`config.mk`:
```
export PLATFORM = sky130hd
export DESIGN_NAME = txsel_top
export DESIGN_NICKNAME = d
export VERILOG_FILES = /design/src/design/txsel_pkg.sv /design/src/design/txsel_top.sv
export VERILOG_INCLUDE_DIRS = /design/src /design/src/design
export SDC_FILE = /design/constraint.sdc
export NUM_CORES = 1
export LEC_CHECK = 0
export BUFFER_PORTS_ARGS = -buffer_cell sky130_fd_sc_hd__buf_4
export CAP_MARGIN = 20
export CORE_AREA = 2 2 86 88
export DETAILED_ROUTE_END_ITERATION = 8
export DIE_AREA = 0 0 88 90
export GPL_TIMING_DRIVEN = 0
export PLACE_DENSITY_LB_ADDON = 0.2
export RECOVER_POWER = 25
export SETUP_SLACK_MARGIN = 0.15
export SYNTH_ARGS = -nofsm -noshare
export SYNTH_HDL_FRONTEND = slang
export SYNTH_SLANG_ARGS = --single-unit
```
`constraint.sdc`:
```
create_clock -name aclk -period 5.7 [get_ports aclk]
set_clock_uncertainty 0.1 [all_clocks]
set_input_delay 1.425 -clock aclk [delete_from_list [all_inputs] [get_ports aclk]]
set_output_delay 1.425 -clock aclk [all_outputs]
set_load 0.005 [all_outputs]
```
`src/design/txsel_cfg.svh`:
```
// Offsets, field positions and reset values for the transmit source selector.
// Assumes a 32-bit AXI4-Lite register bus with byte addresses.
`ifndef TXSEL_CFG_SVH
`define TXSEL_CFG_SVH

// ==========================================================================
// Register map
// ==========================================================================
`define TXSEL_ADDR_W 8
`define TXSEL_IDX_SOURCE_SELECT 8'h16
`define TXSEL_IDX_STATUS 8'h20
`define TXSEL_ADDR_SOURCE_SELECT 8'h58
`define TXSEL_ADDR_STATUS 8'h80
`define TXSEL_SOURCE_SELECT_RESET 8'h10
`define TXSEL_SOURCE_SELECT_WMASK 8'h3f

// ==========================================================================
// Fields
// ==========================================================================
`define TXSEL_DRV_SEL_HI 5
`define TXSEL_DRV_SEL_LO 4
`define TXSEL_SIG_SEL_HI 3
`define TXSEL_SIG_SEL_LO 0

// ==========================================================================
// Buffer and bus answers
// ==========================================================================
`define TXSEL_FIFO_DEPTH 16
`define TXSEL_FIFO_WIDTH 1
`define TXSEL_RESP_OKAY 2'h0
`define TXSEL_RESP_SLVERR 2'h2

`endif

```
`src/design/txsel_pkg.sv`:
```
// Types shared by the transmit source selector.
// Assumes txsel_cfg.svh is compiled alongside.
package txsel_pkg;

	// ======================================================================
	// Selection codes
	// ======================================================================
	typedef enum logic [1:0] {
		TXSEL_DRV_TRISTATE = 2'h0,
		TXSEL_DRV_CODER = 2'h1,
		TXSEL_DRV_SERIAL_SIGNAL_IN_PIN = 2'h2,
		TXSEL_DRV_HIGH = 2'h3
	} txsel_drv_sel_type;

	typedef enum logic [3:0] {
		TXSEL_SIG_TRISTATE = 4'h0,
		TXSEL_SIG_LOW = 4'h1,
		TXSEL_SIG_HIGH = 4'h2,
		TXSEL_SIG_TEST_BUS = 4'h3,
		TXSEL_SIG_CODER = 4'h4,
		TXSEL_SIG_TX_STREAM = 4'h5,
		TXSEL_SIG_RX_MOD = 4'h6,
		TXSEL_SIG_RX_STREAM = 4'h7
	} txsel_sig_sel_type;

	// ======================================================================
	// Pin carrier
	// ======================================================================
	typedef struct packed {
		logic level;
		logic oe;
	} txsel_pin_type;

endpackage

```
`src/design/txsel_top.sv`:
```
// Source selection for both antenna driver inputs and the serial signal-out pin.
// Assumes one 250 MHz clock, a synchronous active-low reset and an AXI4-Lite master.
//
// Behaviour
// - Driver select 00 floats both driver inputs, 11 holds them high.
// - Driver select 01 feeds coder envelope, 10 feeds serial input pin envelope.
// - Soft power-down floats drivers only when driver select holds the float code.
// - Constant high driver level follows each driver's inversion settings.
// - Signal-out select 0000 floats pin, 0001 drives low, 0010 drives high.
// - Signal-out select 0011 routes the chosen internal test line.
// - Signal-out 0100 gives coder envelope, 0101 gives serial stream to transmit.
// - Signal-out 0110 gives regenerated delayed card modulation for three-wire module.
// - Signal-out 0111 gives received serial stream; avoid in card mode.
// - Source select bits 7 to 6 read zero; six low bits are read-write.
// - Source select register at 16h resets to 10h.
// - Driver output inverts per enabled-state or disabled-state inversion bit.
//
// Added by the designer: register access over AXI4-Lite.
`timescale 1ns/1ns
`include "txsel_cfg.svh"
`default_nettype none

// ==========================================================================
// Buffer
// ==========================================================================
module txsel_fifo #(
	parameter int WIDTH = 1,
	parameter int DEPTH = 16
) (
	input wire logic aclk,
	input wire logic aresetn,
	input wire logic in_valid,
	input wire logic [WIDTH-1:0] in_data,
	output logic in_ready,
	output logic out_valid,
	output logic [WIDTH-1:0] out_data,
	input wire logic out_ready,
	output logic [$clog2(DEPTH):0] level
);
	localparam int AW = $clog2(DEPTH);
	logic [WIDTH-1:0] mem [DEPTH];
	logic [AW-1:0] wr_ptr_r;
	logic [AW-1:0] rd_ptr_r;
	logic [AW:0] count_r;
	logic in_ready_r;
	wire push = in_valid && in_ready;
	wire pop = out_valid && out_ready;
	wire [AW:0] count_nxt = count_r + (AW+1)'(push) - (AW+1)'(pop);

	// Ready is registered from the next count, so the stream port leaves a flip-flop.
	assign in_ready = in_ready_r;
	assign out_valid = (count_r != '0);
	assign out_data = mem[rd_ptr_r];
	assign level = count_r;

	always_ff @(posedge aclk) begin
		if (push) begin
			mem[wr_ptr_r] <= in_data;
		end
	end

	always_ff @(posedge aclk) begin
		if (!aresetn) begin
			wr_ptr_r <= '0;
			rd_ptr_r <= '0;
			count_r <= '0;
			in_ready_r <= 1'b1;
		end else begin
			wr_ptr_r <= push ? wr_ptr_r + AW'(1) : wr_ptr_r;
			rd_ptr_r <= pop ? rd_ptr_r + AW'(1) : rd_ptr_r;
			count_r <= count_nxt;
			in_ready_r <= (count_nxt != (AW+1)'(DEPTH));
		end
	end
endmodule

// ==========================================================================
// Selector
// ==========================================================================
module txsel_top (
	input wire logic aclk,
	input wire logic aresetn,
	input wire logic s_axi_awvalid,
	output logic s_axi_awready,
	input wire logic [7:0] s_axi_awaddr,
	input wire logic [2:0] s_axi_awprot,
	input wire logic s_axi_wvalid,
	output logic s_axi_wready,
	input wire logic [31:0] s_axi_wdata,
	input wire logic [3:0] s_axi_wstrb,
	output logic s_axi_bvalid,
	input wire logic s_axi_bready,
	output logic [1:0] s_axi_bresp,
	input wire logic s_axi_arvalid,
	output logic s_axi_arready,
	input wire logic [7:0] s_axi_araddr,
	input wire logic [2:0] s_axi_arprot,
	output logic s_axi_rvalid,
	input wire logic s_axi_rready,
	output logic [31:0] s_axi_rdata,
	output logic [1:0] s_axi_rresp,
	input wire logic coder_envelope,
	input wire logic serial_signal_in_pin,
	input wire logic [7:0] internal_test_lines,
	input wire logic [2:0] test_bus_line_select,
	input wire logic rx_card_modulation,
	input wire logic rx_serial_data,
	input wire logic tx_bit_valid,
	input wire logic tx_bit_data,
	output logic tx_bit_ready,
	input wire logic tx_bit_tick,
	input wire logic drv1_enabled,
	input wire logic drv2_enabled,
	input wire logic invert_drv1_when_on,
	input wire logic invert_drv1_when_off,
	input wire logic invert_drv2_when_on,
	input wire logic invert_drv2_when_off,
	output txsel_pkg::txsel_pin_type antenna_driver_one,
	output txsel_pkg::txsel_pin_type antenna_driver_two,
	output txsel_pkg::txsel_pin_type serial_signal_out_pin
);
	// ======================================================================
	// Register bus state
	// ======================================================================
	logic [5:0] tx_source_select_r;
	logic aw_held_r;
	logic w_held_r;
	logic [7:0] aw_addr_r;
	logic [31:0] w_data_r;
	logic [3:0] w_strb_r;
	logic bvalid_r;
	logic [1:0] bresp_r;
	logic rvalid_r;
	logic [31:0] rdata_r;
	logic [1:0] rresp_r;
	logic tx_bit_r;
	txsel_pkg::txsel_pin_type drv_pin_r [2];
	txsel_pkg::txsel_pin_type sig_pin_r;

	function automatic logic drv_invert(input logic enabled, input logic inv_on,
		input logic inv_off);
		drv_invert = enabled ? inv_on : inv_off;
	endfunction

	wire aw_take = s_axi_awvalid && !aw_held_r && !bvalid_r;
	wire w_take = s_axi_wvalid && !w_held_r && !bvalid_r;
	wire wr_fire = aw_held_r && w_held_r && !bvalid_r;
	wire wr_hit = (aw_addr_r == `TXSEL_ADDR_SOURCE_SELECT);
	wire wr_status = (aw_addr_r == `TXSEL_ADDR_STATUS);
	wire ar_take = s_axi_arvalid && !rvalid_r;
	wire rd_hit = (s_axi_araddr == `TXSEL_ADDR_SOURCE_SELECT);
	wire rd_status = (s_axi_araddr == `TXSEL_ADDR_STATUS);

	// ======================================================================
	// Transmit stream buffer
	// ======================================================================
	wire fifo_out_valid;
	wire [0:0] fifo_out_data;
	wire [4:0] fifo_level;
	wire fifo_pop = fifo_out_valid && tx_bit_tick;

	txsel_fifo #(
		.WIDTH(`TXSEL_FIFO_WIDTH),
		.DEPTH(`TXSEL_FIFO_DEPTH)
	) u_fifo (
		.aclk(aclk),
		.aresetn(aresetn),
		.in_valid(tx_bit_valid),
		.in_data(tx_bit_data),
		.in_ready(tx_bit_ready),
		.out_valid(fifo_out_valid),
		.out_data(fifo_out_data),
		.out_ready(tx_bit_tick),
		.level(fifo_level)
	);

	// ======================================================================
	// Selection
	// ======================================================================
	txsel_pkg::txsel_drv_sel_type drv_sel;
	txsel_pkg::txsel_sig_sel_type sig_sel;
	assign drv_sel = txsel_pkg::txsel_drv_sel_type'(
		tx_source_select_r[`TXSEL_DRV_SEL_HI:`TXSEL_DRV_SEL_LO]);
	assign sig_sel = txsel_pkg::txsel_sig_sel_type'(
		tx_source_select_r[`TXSEL_SIG_SEL_HI:`TXSEL_SIG_SEL_LO]);

	wire [1:0] drv_en = {drv2_enabled, drv1_enabled};
	wire [1:0] inv_on = {invert_drv2_when_on, invert_drv1_when_on};
	wire [1:0] inv_off = {invert_drv2_when_off, invert_drv1_when_off};
	logic drv_src;
	txsel_pkg::txsel_pin_type sig_nxt;

	always_comb begin
		unique case (drv_sel)
			txsel_pkg::TXSEL_DRV_TRISTATE: drv_src = 1'b0;
			txsel_pkg::TXSEL_DRV_CODER: drv_src = coder_envelope;
			txsel_pkg::TXSEL_DRV_SERIAL_SIGNAL_IN_PIN: drv_src = serial_signal_in_pin;
			txsel_pkg::TXSEL_DRV_HIGH: drv_src = 1'b1;
		endcase
	end

	genvar gi;
	generate
		for (gi = 0; gi < 2; gi++) begin : g_drv
			txsel_pkg::txsel_pin_type drv_nxt;
			wire drv_oe;
			wire drv_lvl;
			// Power-down has no term here: only the float code floats the drivers.
			assign drv_oe = (drv_sel != txsel_pkg::TXSEL_DRV_TRISTATE);
			assign drv_lvl = drv_oe &&
				(drv_src ^ drv_invert(drv_en[gi], inv_on[gi], inv_off[gi]));
			assign drv_nxt = '{level: drv_lvl, oe: drv_oe};
			always_ff @(posedge aclk) begin
				if (!aresetn) begin
					drv_pin_r[gi] <= '0;
				end else begin
					drv_pin_r[gi] <= drv_nxt;
				end
			end
		end
	endgenerate

	always_comb begin
		sig_nxt = '0;
		unique case (sig_sel)
			txsel_pkg::TXSEL_SIG_TRISTATE: sig_nxt = '0;
			txsel_pkg::TXSEL_SIG_LOW: sig_nxt = '{level: 1'b0, oe: 1'b1};
			txsel_pkg::TXSEL_SIG_HIGH: sig_nxt = '{level: 1'b1, oe: 1'b1};
			txsel_pkg::TXSEL_SIG_TEST_BUS:
				sig_nxt = '{level: internal_test_lines[test_bus_line_select], oe: 1'b1};
			txsel_pkg::TXSEL_SIG_CODER: sig_nxt = '{level: coder_envelope, oe: 1'b1};
			txsel_pkg::TXSEL_SIG_TX_STREAM: sig_nxt = '{level: tx_bit_r, oe: 1'b1};
			txsel_pkg::TXSEL_SIG_RX_MOD:
				sig_nxt = '{level: rx_card_modulation, oe: 1'b1};
			txsel_pkg::TXSEL_SIG_RX_STREAM: sig_nxt = '{level: rx_serial_data, oe: 1'b1};
			default: sig_nxt = '0;
		endcase
	end

	// ======================================================================
	// Pin and stream registers
	// ======================================================================
	always_ff @(posedge aclk) begin
		if (!aresetn) begin
			sig_pin_r <= '0;
			tx_bit_r <= 1'b0;
		end else begin
			sig_pin_r <= sig_nxt;
			tx_bit_r <= fifo_pop ? fifo_out_data[0] : tx_bit_r;
		end
	end

	assign antenna_driver_one = drv_pin_r[0];
	assign antenna_driver_two = drv_pin_r[1];
	assign serial_signal_out_pin = sig_pin_r;

	// ======================================================================
	// AXI4-Lite write path
	// ======================================================================
	// Address and data are held separately so either may arrive first.
	always_ff @(posedge aclk) begin
		if (!aresetn) begin
			aw_held_r <= 1'b0;
			w_held_r <= 1'b0;
			aw_addr_r <= '0;
			w_data_r <= '0;
			w_strb_r <= '0;
			bvalid_r <= 1'b0;
			bresp_r <= `TXSEL_RESP_OKAY;
			tx_source_select_r <= 6'(`TXSEL_SOURCE_SELECT_RESET);
		end else begin
			if (aw_take) begin
				aw_held_r <= 1'b1;
				aw_addr_r <= s_axi_awaddr;
			end
			if (w_take) begin
				w_held_r <= 1'b1;
				w_data_r <= s_axi_wdata;
				w_strb_r <= s_axi_wstrb;
			end
			if (wr_fire) begin
				aw_held_r <= 1'b0;
				w_held_r <= 1'b0;
				bvalid_r <= 1'b1;
				bresp_r <= (wr_hit || wr_status) ? `TXSEL_RESP_OKAY : `TXSEL_RESP_SLVERR;
				if (wr_hit && w_strb_r[0]) begin
					tx_source_select_r <= 6'(w_data_r[7:0] & `TXSEL_SOURCE_SELECT_WMASK);
				end
			end else if (bvalid_r && s_axi_bready) begin
				bvalid_r <= 1'b0;
			end
		end
	end

	// ======================================================================
	// AXI4-Lite read path
	// ======================================================================
	wire [31:0] rd_word = rd_hit ? {26'h0, tx_source_select_r} :
		rd_status ? {22'h0, fifo_level, tx_bit_r, sig_pin_r, drv_pin_r[1].oe,
		drv_pin_r[0].oe} : 32'h0;

	always_ff @(posedge aclk) begin
		if (!aresetn) begin
			rvalid_r <= 1'b0;
			rdata_r <= '0;
			rresp_r <= `TXSEL_RESP_OKAY;
		end else if (ar_take) begin
			rvalid_r <= 1'b1;
			rdata_r <= rd_word;
			rresp_r <= (rd_hit || rd_status) ? `TXSEL_RESP_OKAY : `TXSEL_RESP_SLVERR;
		end else if (rvalid_r && s_axi_rready) begin
			rvalid_r <= 1'b0;
		end
	end

	// ======================================================================
	// Handshake readiness
	// ======================================================================
	// The readies are registered from the next channel state; the take terms above
	// read the state flops, which always agree with these registered copies.
	wire aw_held_nxt = wr_fire ? 1'b0 : (aw_take || aw_held_r);
	wire w_held_nxt = wr_fire ? 1'b0 : (w_take || w_held_r);
	wire bvalid_nxt = wr_fire || (bvalid_r && !s_axi_bready);
	wire rvalid_nxt = ar_take || (rvalid_r && !s_axi_rready);
	logic awready_r;
	logic wready_r;
	logic arready_r;

	always_ff @(posedge aclk) begin
		if (!aresetn) begin
			awready_r <= 1'b1;
			wready_r <= 1'b1;
			arready_r <= 1'b1;
		end else begin
			awready_r <= !aw_held_nxt && !bvalid_nxt;
			wready_r <= !w_held_nxt && !bvalid_nxt;
			arready_r <= !rvalid_nxt;
		end
	end

	assign s_axi_awready = awready_r;
	assign s_axi_wready = wready_r;
	assign s_axi_bvalid = bvalid_r;
	assign s_axi_bresp = bresp_r;
	assign s_axi_arready = arready_r;
	assign s_axi_rvalid = rvalid_r;
	assign s_axi_rdata = rdata_r;
	assign s_axi_rresp = rresp_r;
endmodule

`default_nettype wire

```
==> flow_summary_export.csv, run 1 <==
group,metric,value,unit
outcome,status,"finished clean",
cts,cts_tree,"built",
floorplanning,die_w,88,um
placed_design,dpl.hpwl,5.29,mm
cts,numCtsBuffers,9,
cts,clock_path_buffers,2,
placed_design,place.gp.congestion,0.812,
drt,vias,2680,
floorplanning,io_pins,137,
timing,rsz0062_at_grt,"false",
final_layout,fin_nets,558,
synth,yosys.area.top_type,"dfxtp_1",
synth,synthCells,346,
timing,whs,0.393,ns
cts,cts_hold_buffers,0,
floorplanning,die_area,7920,um2
critical_path,path_class,"input pin to register",
timing,slew_violations,0,
synth,synth.top_cell.area_share,34.2,%
cts,cts_root_buffer,"clkbuf_8",
power_and_ir_drop,power_leakage,2.03,nW
synth,synth_area_leaders,"dfxtp_1, edfxtp_1, mux2i_1",
final_layout,nFillCells,617,
global_route,grt_pass1_wl,11.6,mm
global_route,overflow,0,
timing,finalHoldViolations,0,
global_route,grt_max_degree,17,
floorplanning,rows,31,
critical_path,end_kind,"register",
timing,period_minus_slack,3.19,ns
synth,netlist_area,3520,um2
cts,postCtsResizedCells,0,
synth,synth_edf_count,16,
drt,routedWlPerCell,12.4,um
cts,post-cts-setup-buffers,0,
cts,clk_latency,0.35,ns
global_route,grtUsageTotal,18.7,%
drt,vias_per_cell,4.78,
critical_path,critPathRequiredTime,5.80,ns
placed_design,port_buffers,77,
timing,fin_setup_tns,0,ns
critical_path,start_kind,"input pin",
job,cap_violations,0,
final_layout,diodes,0,
drt,dr.first_iter.drc_count,81,
critical_path,cp_data_arrival_time,3.29,ns
timing,max_freq,314,MHz
final_layout,final_common_cell,"buf_4",
global_route,grt_pass1_vias,2580,
cts,path_clk_slew,0.08,ns
timing,finalSetupViolCount,0,
final_layout,drive_gt1_share,27.5,%
floorplanning,start_util,50.1,%
cts,cts_sinks,76,
drt,antenna_left,0,
synth,synth_flop_cell,"dfxtp_1",
critical_path,crit_fanout,6,
synth,ys_warn_count,0,
drt,remaining_drc_errors,0,
drt,drt-total-wl,6.96,mm
synth,synth-seq-cells,76,
power_and_ir_drop,ir_drop,0.206,mV
power_and_ir_drop,finalPower,0.00146,W
floorplanning,core,7020,um2
synth,synth_cell_types,52,
timing,finalCritPeriodShare,56.0,%
floorplanning,die_y,90,um
final_layout,syn_to_final_growth,28.5,%
drt,dr.pass1.iters,4,
synth,yosysSeqAreaShare,47.8,%
final_layout,final_cell_mix,"buf_4, nor2_1, dfxtp_1",
global_route,antenna_found_initial,0,
synth,synth_async_sr_flop_share,0,%
timing,worstMarginPinSlew,0.621,ns
cts,htreeDepth,3,
power_and_ir_drop,powerDensity,323,nW/um2
synth,syn_area_per_cell,10.2,um2
min_path,min_path_type,"register to register",
timing,slew_headroom,58.6,%
## registers in the layout, summed over array words and instances (netlist names), 2 cells and up
signal	cells
w_data_r	6
serial_signal_out_pin	2
u_fifo.rd_ptr_r	4
aw_addr_r	8
tx_source_select_r	6
s_axi_rdata	10
drv_pin_r	3
u_fifo.mem	16
u_fifo.level	5
u_fifo.wr_ptr_r	4
## layout make-up
cell class                 instances  area, um2  area share [%]
multi-input combinational        238       1610            35.6
sequential                        76       1680            37.2
clock inverter                     3       42.5           0.942
inverter                          15       56.3            1.25
buffer                            40        253            5.59
clock buffer                      13        180            3.99
timing repair buffer              77        571            12.6
tap                               99        124            2.74
## where the power goes
| part | switching (W) | internal (W) | total [W] |
|---|---|---|---|
| Clock | 0.000194 | 0.000252 | 0.000446 |
| Sequential | 0.0000397 | 0.000596 | 0.000636 |
| Combinational | 0.000174 | 0.000202 | 0.000376 |
| Total | 0.000408 | 0.00105 | 0.00146 |
## logic make-up after synthesis
kind of cell | count (synthesis) | synth area share (%)
buffers and inverters | 55 | 8.86
multiplexers | 34 | 11.6
XOR/XNOR | 11 | 2.74
flip-flops | 76 | 47.8
other | 1 | 0.107
AND/OR/NAND/NOR | 120 | 17.3
adder cells (fa/ha/maj) | 12 | 4.48
AO/OA/AOI/OAI | 37 | 7.15
## worst max-delay path: stages
cell       delay, ns
buf_4           0.12
and2_4          0.13
buf_6           0.13
ha_1            0.27
inv_1           0.06
ha_1            0.15
inv_1           0.05
fa_1            0.39
nor2b_1         0.15
o21bai_1        0.09
a21oi_1         0.19
o2111ai_1       0.14
## worst paths after layout
check                  start  cells after the start  slack (ns)                    end
max              tx_bit_tick                     12        2.51        u_fifo.in_ready
min              w_data_r[3]                      2        0.39  tx_source_select_r[3]
max reg2reg  u_fifo.level[2]                     14        2.62        u_fifo.in_ready
min reg2reg      w_data_r[3]                      2        0.39  tx_source_select_r[3]
## cell usage after synthesis (3+ instances only)
cell type,number
buf_4,25
nand2_1,12
nor3b_1,3
clkbuf_1,9
and2_1,6
nor3_1,6
nand3_1,3
and3_1,4
a21oi_1,7
nand2b_1,7
xnor2_1,6
nand4_1,3
edfxtp_1,16
a22oi_1,8
dfxtp_1,60
nor2_1,60
o21ai_0,7
mux2i_1,28
buf_2,3
nor2b_1,3
xor2_1,5
mux4_2,4
ha_1,11
inv_1,15
## per-stage QoR
step | setup slack (ns) | cell area (um2) | utilization (%) | cells
5_1_grt | 2.42 | 4520 | 64.4 | 561
4_1_cts | 2.50 | 4530 | 64.5 | 561
3_3_place_gp | 2.17 | 4310 | 61.3 | 545
3_5_place_dp | 2.13 | 4310 | 61.3 | 545
6_report | 2.51 | 4520 | 64.4 | 561
2_1_floorplan | 2.44 | 3600 | - | 369
## metal layers
layer	wire length, um	part of all wire, %	GRT usage, %	vias up
li1	-	-	-	1362
met1	3070	44	23.0	1244
met2	3400	49	30.9	64
met3	366	5.3	4.22	10
met4	121	1.7	8.08	0
met5	0	0	0	-
Note: power is estimated with default switching activity, not from simulation.
==> inputs of run 2 (changes only) <==
Settings changed: CORE_AREA 2 2 86 88 to 2 2 93 95, DIE_AREA 0 0 88 90 to 0 0 95 97.
Clock period 5.7 ns to 2.6 ns, I/O delays scaled along.
==> flow_summary_export.csv, run 2 (synthesized netlist as in run 1, its figures left out) <==
group,metric,value,unit
timing,period_minus_slack,2.81,ns
final_layout,finalNonFillerCells,575,
critical_path,crit_cells,15,
power_and_ir_drop,p_int,0.00235,W
drt,dr.first_iter.drc_count,107,
global_route,grtUsageTotal,16.3,%
critical_path,path_buf_inv,5,
critical_path,critPathRequiredTime,2.78,ns
drt,routedWlPerCell,12.4,um
placed_design,port_buffers,77,
timing,fin_setup_tns,-0.457,ns
cts,clock_path_buffers,2,
final_layout,final_common_cell,"buf_4",
outcome,status,"finished with violations",
critical_path,end_kind,"register",
final_layout,final_cell_mix,"buf_4, nor2_1, dfxtp_1",
global_route,grt_pass1_wl,11.9,mm
power_and_ir_drop,comb_power_share,32.0,%
cts,htreeDepth,3,
final_layout,fin_nets,566,
floorplanning,core,8130,um2
power_and_ir_drop,power_leakage,2.07,nW
timing,finalCritPeriodShare,108,%
timing,finalHoldViolations,0,
critical_path,cp_data_arrival_time,2.99,ns
timing,slew_headroom,57.6,%
floorplanning,rows,33,
final_layout,largest_reg_flops,16,
floorplanning,die_area,9220,um2
floorplanning,die_w,95,um
timing,whs,0.379,ns
drt,vias_per_cell,4.68,
power_and_ir_drop,power.share.clock,26.2,%
cts,cts_hold_buffers,0,
global_route,grt_max_degree,17,
critical_path,crit_path_top_delay_cell,"or4b_4",
timing,max_freq,356,MHz
critical_path,path_cells,"inv_2, ha_4, or4b_4, and2_4, buf_6, ha_4, inv_2, ha_4, inv_2, fa_2, nor2b_2, o21bai_2, a21oi_2, buf_4, o21a_1",
power_and_ir_drop,powerDensity,720,nW/um2
placed_design,placed_cells,551,
final_layout,diodes,0,
floorplanning,io_pins,137,
critical_path,critical-path-top-delay-family,"adder cells",
cts,cts_sinks,76,
power_and_ir_drop,seqPwrFrac,41.8,%
drt,remaining_drc_errors,0,
power_and_ir_drop,switching_share,29.5,%
final_layout,drive_gt1_share,32.3,%
timing,rsz0062_at_grt,"true",
cts,path_clk_slew,0.08,ns
floorplanning,start_util,43.2,%
min_path,min_path_type,"register to register",
placed_design,place.gp.congestion,0.810,
critical_path,worstRegToRegCells,15,
timing,worst_slack,-0.210,ns
drt,antenna_left,0,
cts,clk_latency,0.33,ns
outcome,violations,"negative setup slack",
final_layout,top_register,"u_fifo.mem",
critical_path,max_stage_delay,0.46,ns
min_path,hold_depth,2,
final_layout,syn_to_final_growth,31.4,%
global_route,overflow,0,
cts,cts_tree,"built",
placed_design,place_ws,-0.233,ns
global_route,grt_pass1_vias,2580,
timing,slew_violations,0,
min_path,worstHoldStart,"w_data_r[4]",
floorplanning,die_y,97,um
cts,cts_root_buffer,"clkbuf_8",
drt,dr.pass1.iters,4,
drt,drt-total-wl,7.15,mm
drt,vias,2692,
global_route,antenna_found_initial,0,
job,cap_violations,0,
critical_path,start_kind,"register",
critical_path,startpoint,"u_fifo.level[2]",
placed_design,dpl.hpwl,5.37,mm
cts,numCtsBuffers,9,
power_and_ir_drop,ir_drop,0.387,mV
timing,finalSetupViolCount,3,
critical_path,r2r_start,"u_fifo.level[2]",
critical_path,crit_fanout,2,
critical_path,path_class,"register to register",
power_and_ir_drop,p_sw,0.000984,W
timing,worstMarginPinSlew,0.635,ns
## run 2: final timing paths
kind | slack, ns | endpoint
worst max-delay path | -0.21 | u_fifo.level[4]
worst min-delay path | 0.38 | tx_source_select_r[4]
worst max register to register | -0.21 | u_fifo.level[4]
worst min register to register | 0.38 | tx_source_select_r[4]
## run 2: power by group through the flow
| stage | registers, W | clock network (W) | logic, W |
|---|---|---|---|
| after global routing | 0.00140 | 0.000943 | 0.00120 |
| final | 0.00139 | 0.000872 | 0.00107 |
| after global placement | 0.00142 | 0 | 0.000874 |
| after floorplan | 0.00140 | 0 | 0.000678 |
| after CTS | 0.00139 | 0.000892 | 0.000969 |
| after detailed placement | 0.00143 | 0 | 0.000898 |
## run 2: per-stage QoR
stage               total power [W]  utilization, %  area (um2)
floorplan                   0.00208               -        3640
global placement            0.00230            53.5        4350
detailed placement          0.00232            53.5        4350
CTS                         0.00325            56.3        4580
global route                0.00354            56.8        4620
finish                      0.00333            56.8        4620
## run 2: repair_timing
action                                 CTS  global route
gates resized for setup                  1             6
buffers inserted                         5             3
pin swaps                                5             5
endpoints found under the hold margin    0             0
setup endpoints to repair                5             5
## run 2: final cells by class
type	count	area, um2
clock inverter	7	66.3
clock buffer	9	124
buffer	40	253
fill	742	3510
timing repair buffer	85	634
inverter	15	56.3
multi-input combinational	238	1670
tap	105	131
sequential	76	1680
## run 2: metal layers
layer	track usage [%]	wire, um
met5	0	0
met4	7.25	101
met3	2.80	409
met2	26.2	3420
met1	21.1	3220
## run 2: worst reg2reg max path, cell delays in order, from the launching register on
cell and delay (ns):
dfxtp_2 0.33, inv_2 0.08, ha_4 0.13, or4b_4 0.46, and2_4 0.17, buf_6 0.11
ha_4 0.20, inv_2 0.06, ha_4 0.13, inv_2 0.04, fa_2 0.36, nor2b_2 0.13
o21bai_2 0.08, a21oi_2 0.15, buf_4 0.12, o21a_1 0.11
==> inputs of run 3 (changes only) <==
Settings changed: GPL_TIMING_DRIVEN 0 to default.
Clock period 2.6 ns to 2.4 ns, I/O delays scaled along.
==> flow_summary_export.csv, run 3 (synthesized netlist as in run 1, its figures left out) <==
group,metric,value,unit
cts,path_clk_slew,0.08,ns
min_path,worstHoldStart,"s_axi_awaddr[4]",
critical_path,crit_fanout,2,
floorplanning,die_area,9220,um2
drt,vias,2557,
power_and_ir_drop,powerDensity,845,nW/um2
power_and_ir_drop,ir_drop,0.449,mV
placed_design,placed_cells,526,
global_route,antenna_found_initial,0,
floorplanning,io_pins,137,
placed_design,placedInstanceArea,4210,um2
drt,dr.pass1.iters,4,
drt,dr.first_iter.drc_count,78,
critical_path,critPathRequiredTime,2.52,ns
timing,rsz0062_at_grt,"true",
floorplanning,die_y,97,um
cts,cts_hold_buffers,0,
global_route,grt_max_degree,39,
power_and_ir_drop,power_leakage,1.96,nW
timing,slew_headroom,46.7,%
critical_path,r2r-end,"u_fifo.in_ready",
min_path,min_path_type,"input pin to register",
timing,worst_slack,-0.291,ns
cts,clk_latency,0.35,ns
global_route,grt_pass1_wl,11.2,mm
global_route,overflow,0,
critical_path,r2r_setup_slack,-0.29,ns
critical_path,path_class,"register to register",
placed_design,place.gp.congestion,0.779,
timing,slew_violations,0,
drt,drt-total-wl,6.90,mm
timing,max_freq,372,MHz
outcome,status,"finished with violations",
final_layout,diodes,0,
cts,cts_root_buffer,"clkbuf_8",
cts,numCtsBuffers,9,
final_layout,finalNonFillerCells,546,
critical_path,end_kind,"register",
timing,period_minus_slack,2.69,ns
floorplanning,start_util,43.2,%
final_layout,top_register,"u_fifo.mem",
final_layout,fin_nets,537,
final_layout,final_cell_mix,"buf_4, nor2_1, dfxtp_1",
floorplanning,core,8130,um2
drt,remaining_drc_errors,0,
timing,finalCritPeriodShare,112,%
drt,routedWlPerCell,12.6,um
critical_path,worstRegToRegCells,13,
outcome,violations,"negative setup slack",
final_layout,syn_to_final_growth,27.4,%
global_route,grt_pass1_vias,2429,
critical_path,cp_data_arrival_time,2.81,ns
floorplanning,rows,33,
timing,whs,0.384,ns
timing,worstMarginPinSlew,0.799,ns
floorplanning,die_w,95,um
min_path,whs_endpoint,"aw_addr_r[4]",
final_layout,drive_gt1_share,30.4,%
min_path,hold_depth,3,
cts,clock_path_buffers,2,
job,cap_violations,0,
cts,cts_tree,"built",
cts,cts_sinks,76,
final_layout,finish.utilization,55.1,%
critical_path,start_kind,"register",
placed_design,dpl.hpwl,5.07,mm
drt,antenna_left,0,
final_layout,final_area,4480,um2
final_layout,largest_reg_flops,16,
global_route,grtUsageTotal,15.6,%
drt,vias_per_cell,4.68,
final_layout,final_common_cell,"buf_4",
timing,finalHoldViolations,0,
placed_design,port_buffers,77,
cts,htreeDepth,3,
timing,finalSetupViolCount,5,
critical_path,r2r_start,"u_fifo.level[3]",
run 3: cell types whose count changed in the layout (fill, tap and decap cells not counted), sizes merged:
| cell | change |
|---|---|
| clkinv | -5 |
| buf | -20 |
| bufinv | +1 |
| clkbuf | -4 |
| inv | -1 |
run 3: worst max path at each step:
stage	cells after the start	endpoint	start
4_1_cts	13	u_fifo.level[4]	u_fifo.level[2]
6_report	13	u_fifo.in_ready	u_fifo.level[3]
2_1_floorplan	14	u_fifo.level[4]	u_fifo.level[2]
3_5_place_dp	13	u_fifo.in_ready	u_fifo.level[2]
3_3_place_gp	13	u_fifo.in_ready	u_fifo.level[2]
5_1_grt	13	u_fifo.in_ready	u_fifo.level[2]
run 3: worst max-delay path, cell delays in order, from the launching register on:
cell       delay [ns]
dfxtp_2          0.33
inv_2            0.07
ha_4             0.12
or4b_4           0.46
and2_4           0.17
ha_4             0.21
inv_4            0.05
ha_4             0.12
inv_2            0.04
fa_2             0.37
nor2b_2          0.13
o21bai_2         0.09
a21oi_2          0.17
o2111ai_2        0.12
run 3: power breakdown:
group	leakage [nW]	internal, W	total [W]	switching (W)
clock network	0.102	0.000600	0.00103	0.000430
logic	1.22	0.000716	0.00124	0.000526
registers	0.637	0.00142	0.00152	0.0000992
total	1.96	0.00273	0.00379	0.00106
run 3: routing by layer:
metal  vias to the layer above  routed length, um  global-route usage, %
met4                         0                 62                   4.01
met3                         7                484                   6.62
li1                       1322                  -                      -
met1                      1164               3050                   18.7
met2                        64               3300                   25.5
met5                         -                  0                      0
run 3: layout make-up:
cell class                      count  area [um2]
Fill cell                         754        3650
Multi-Input combinational cell    238        1690
Sequential cell                    76        1680
Timing Repair Buffer               96         711
Clock buffer                       14         146
Tap cell                          105         131
Clock inverter                      2        60.1
Inverter                           15        58.8
run 3: through the flow:
| step | setup slack, ns | setup TNS [ns] | power, W |
|---|---|---|---|
| after floorplan | -0.274 | -0.606 | 0.00226 |
| after CTS | -0.327 | -0.892 | 0.00376 |
| final | -0.291 | -0.847 | 0.00379 |
| after global placement | -0.324 | -0.714 | 0.00258 |
| after global routing | -0.423 | -1.42 | 0.00404 |
| after detailed placement | -0.319 | -0.731 | 0.00260 |
run 3: repair_timing:
action | in CTS | in global routing
setup endpoints to repair | 5 | 5
setup buffers | 3 | 1
pin swaps | 8 | 8
resized for setup | 6 | 5
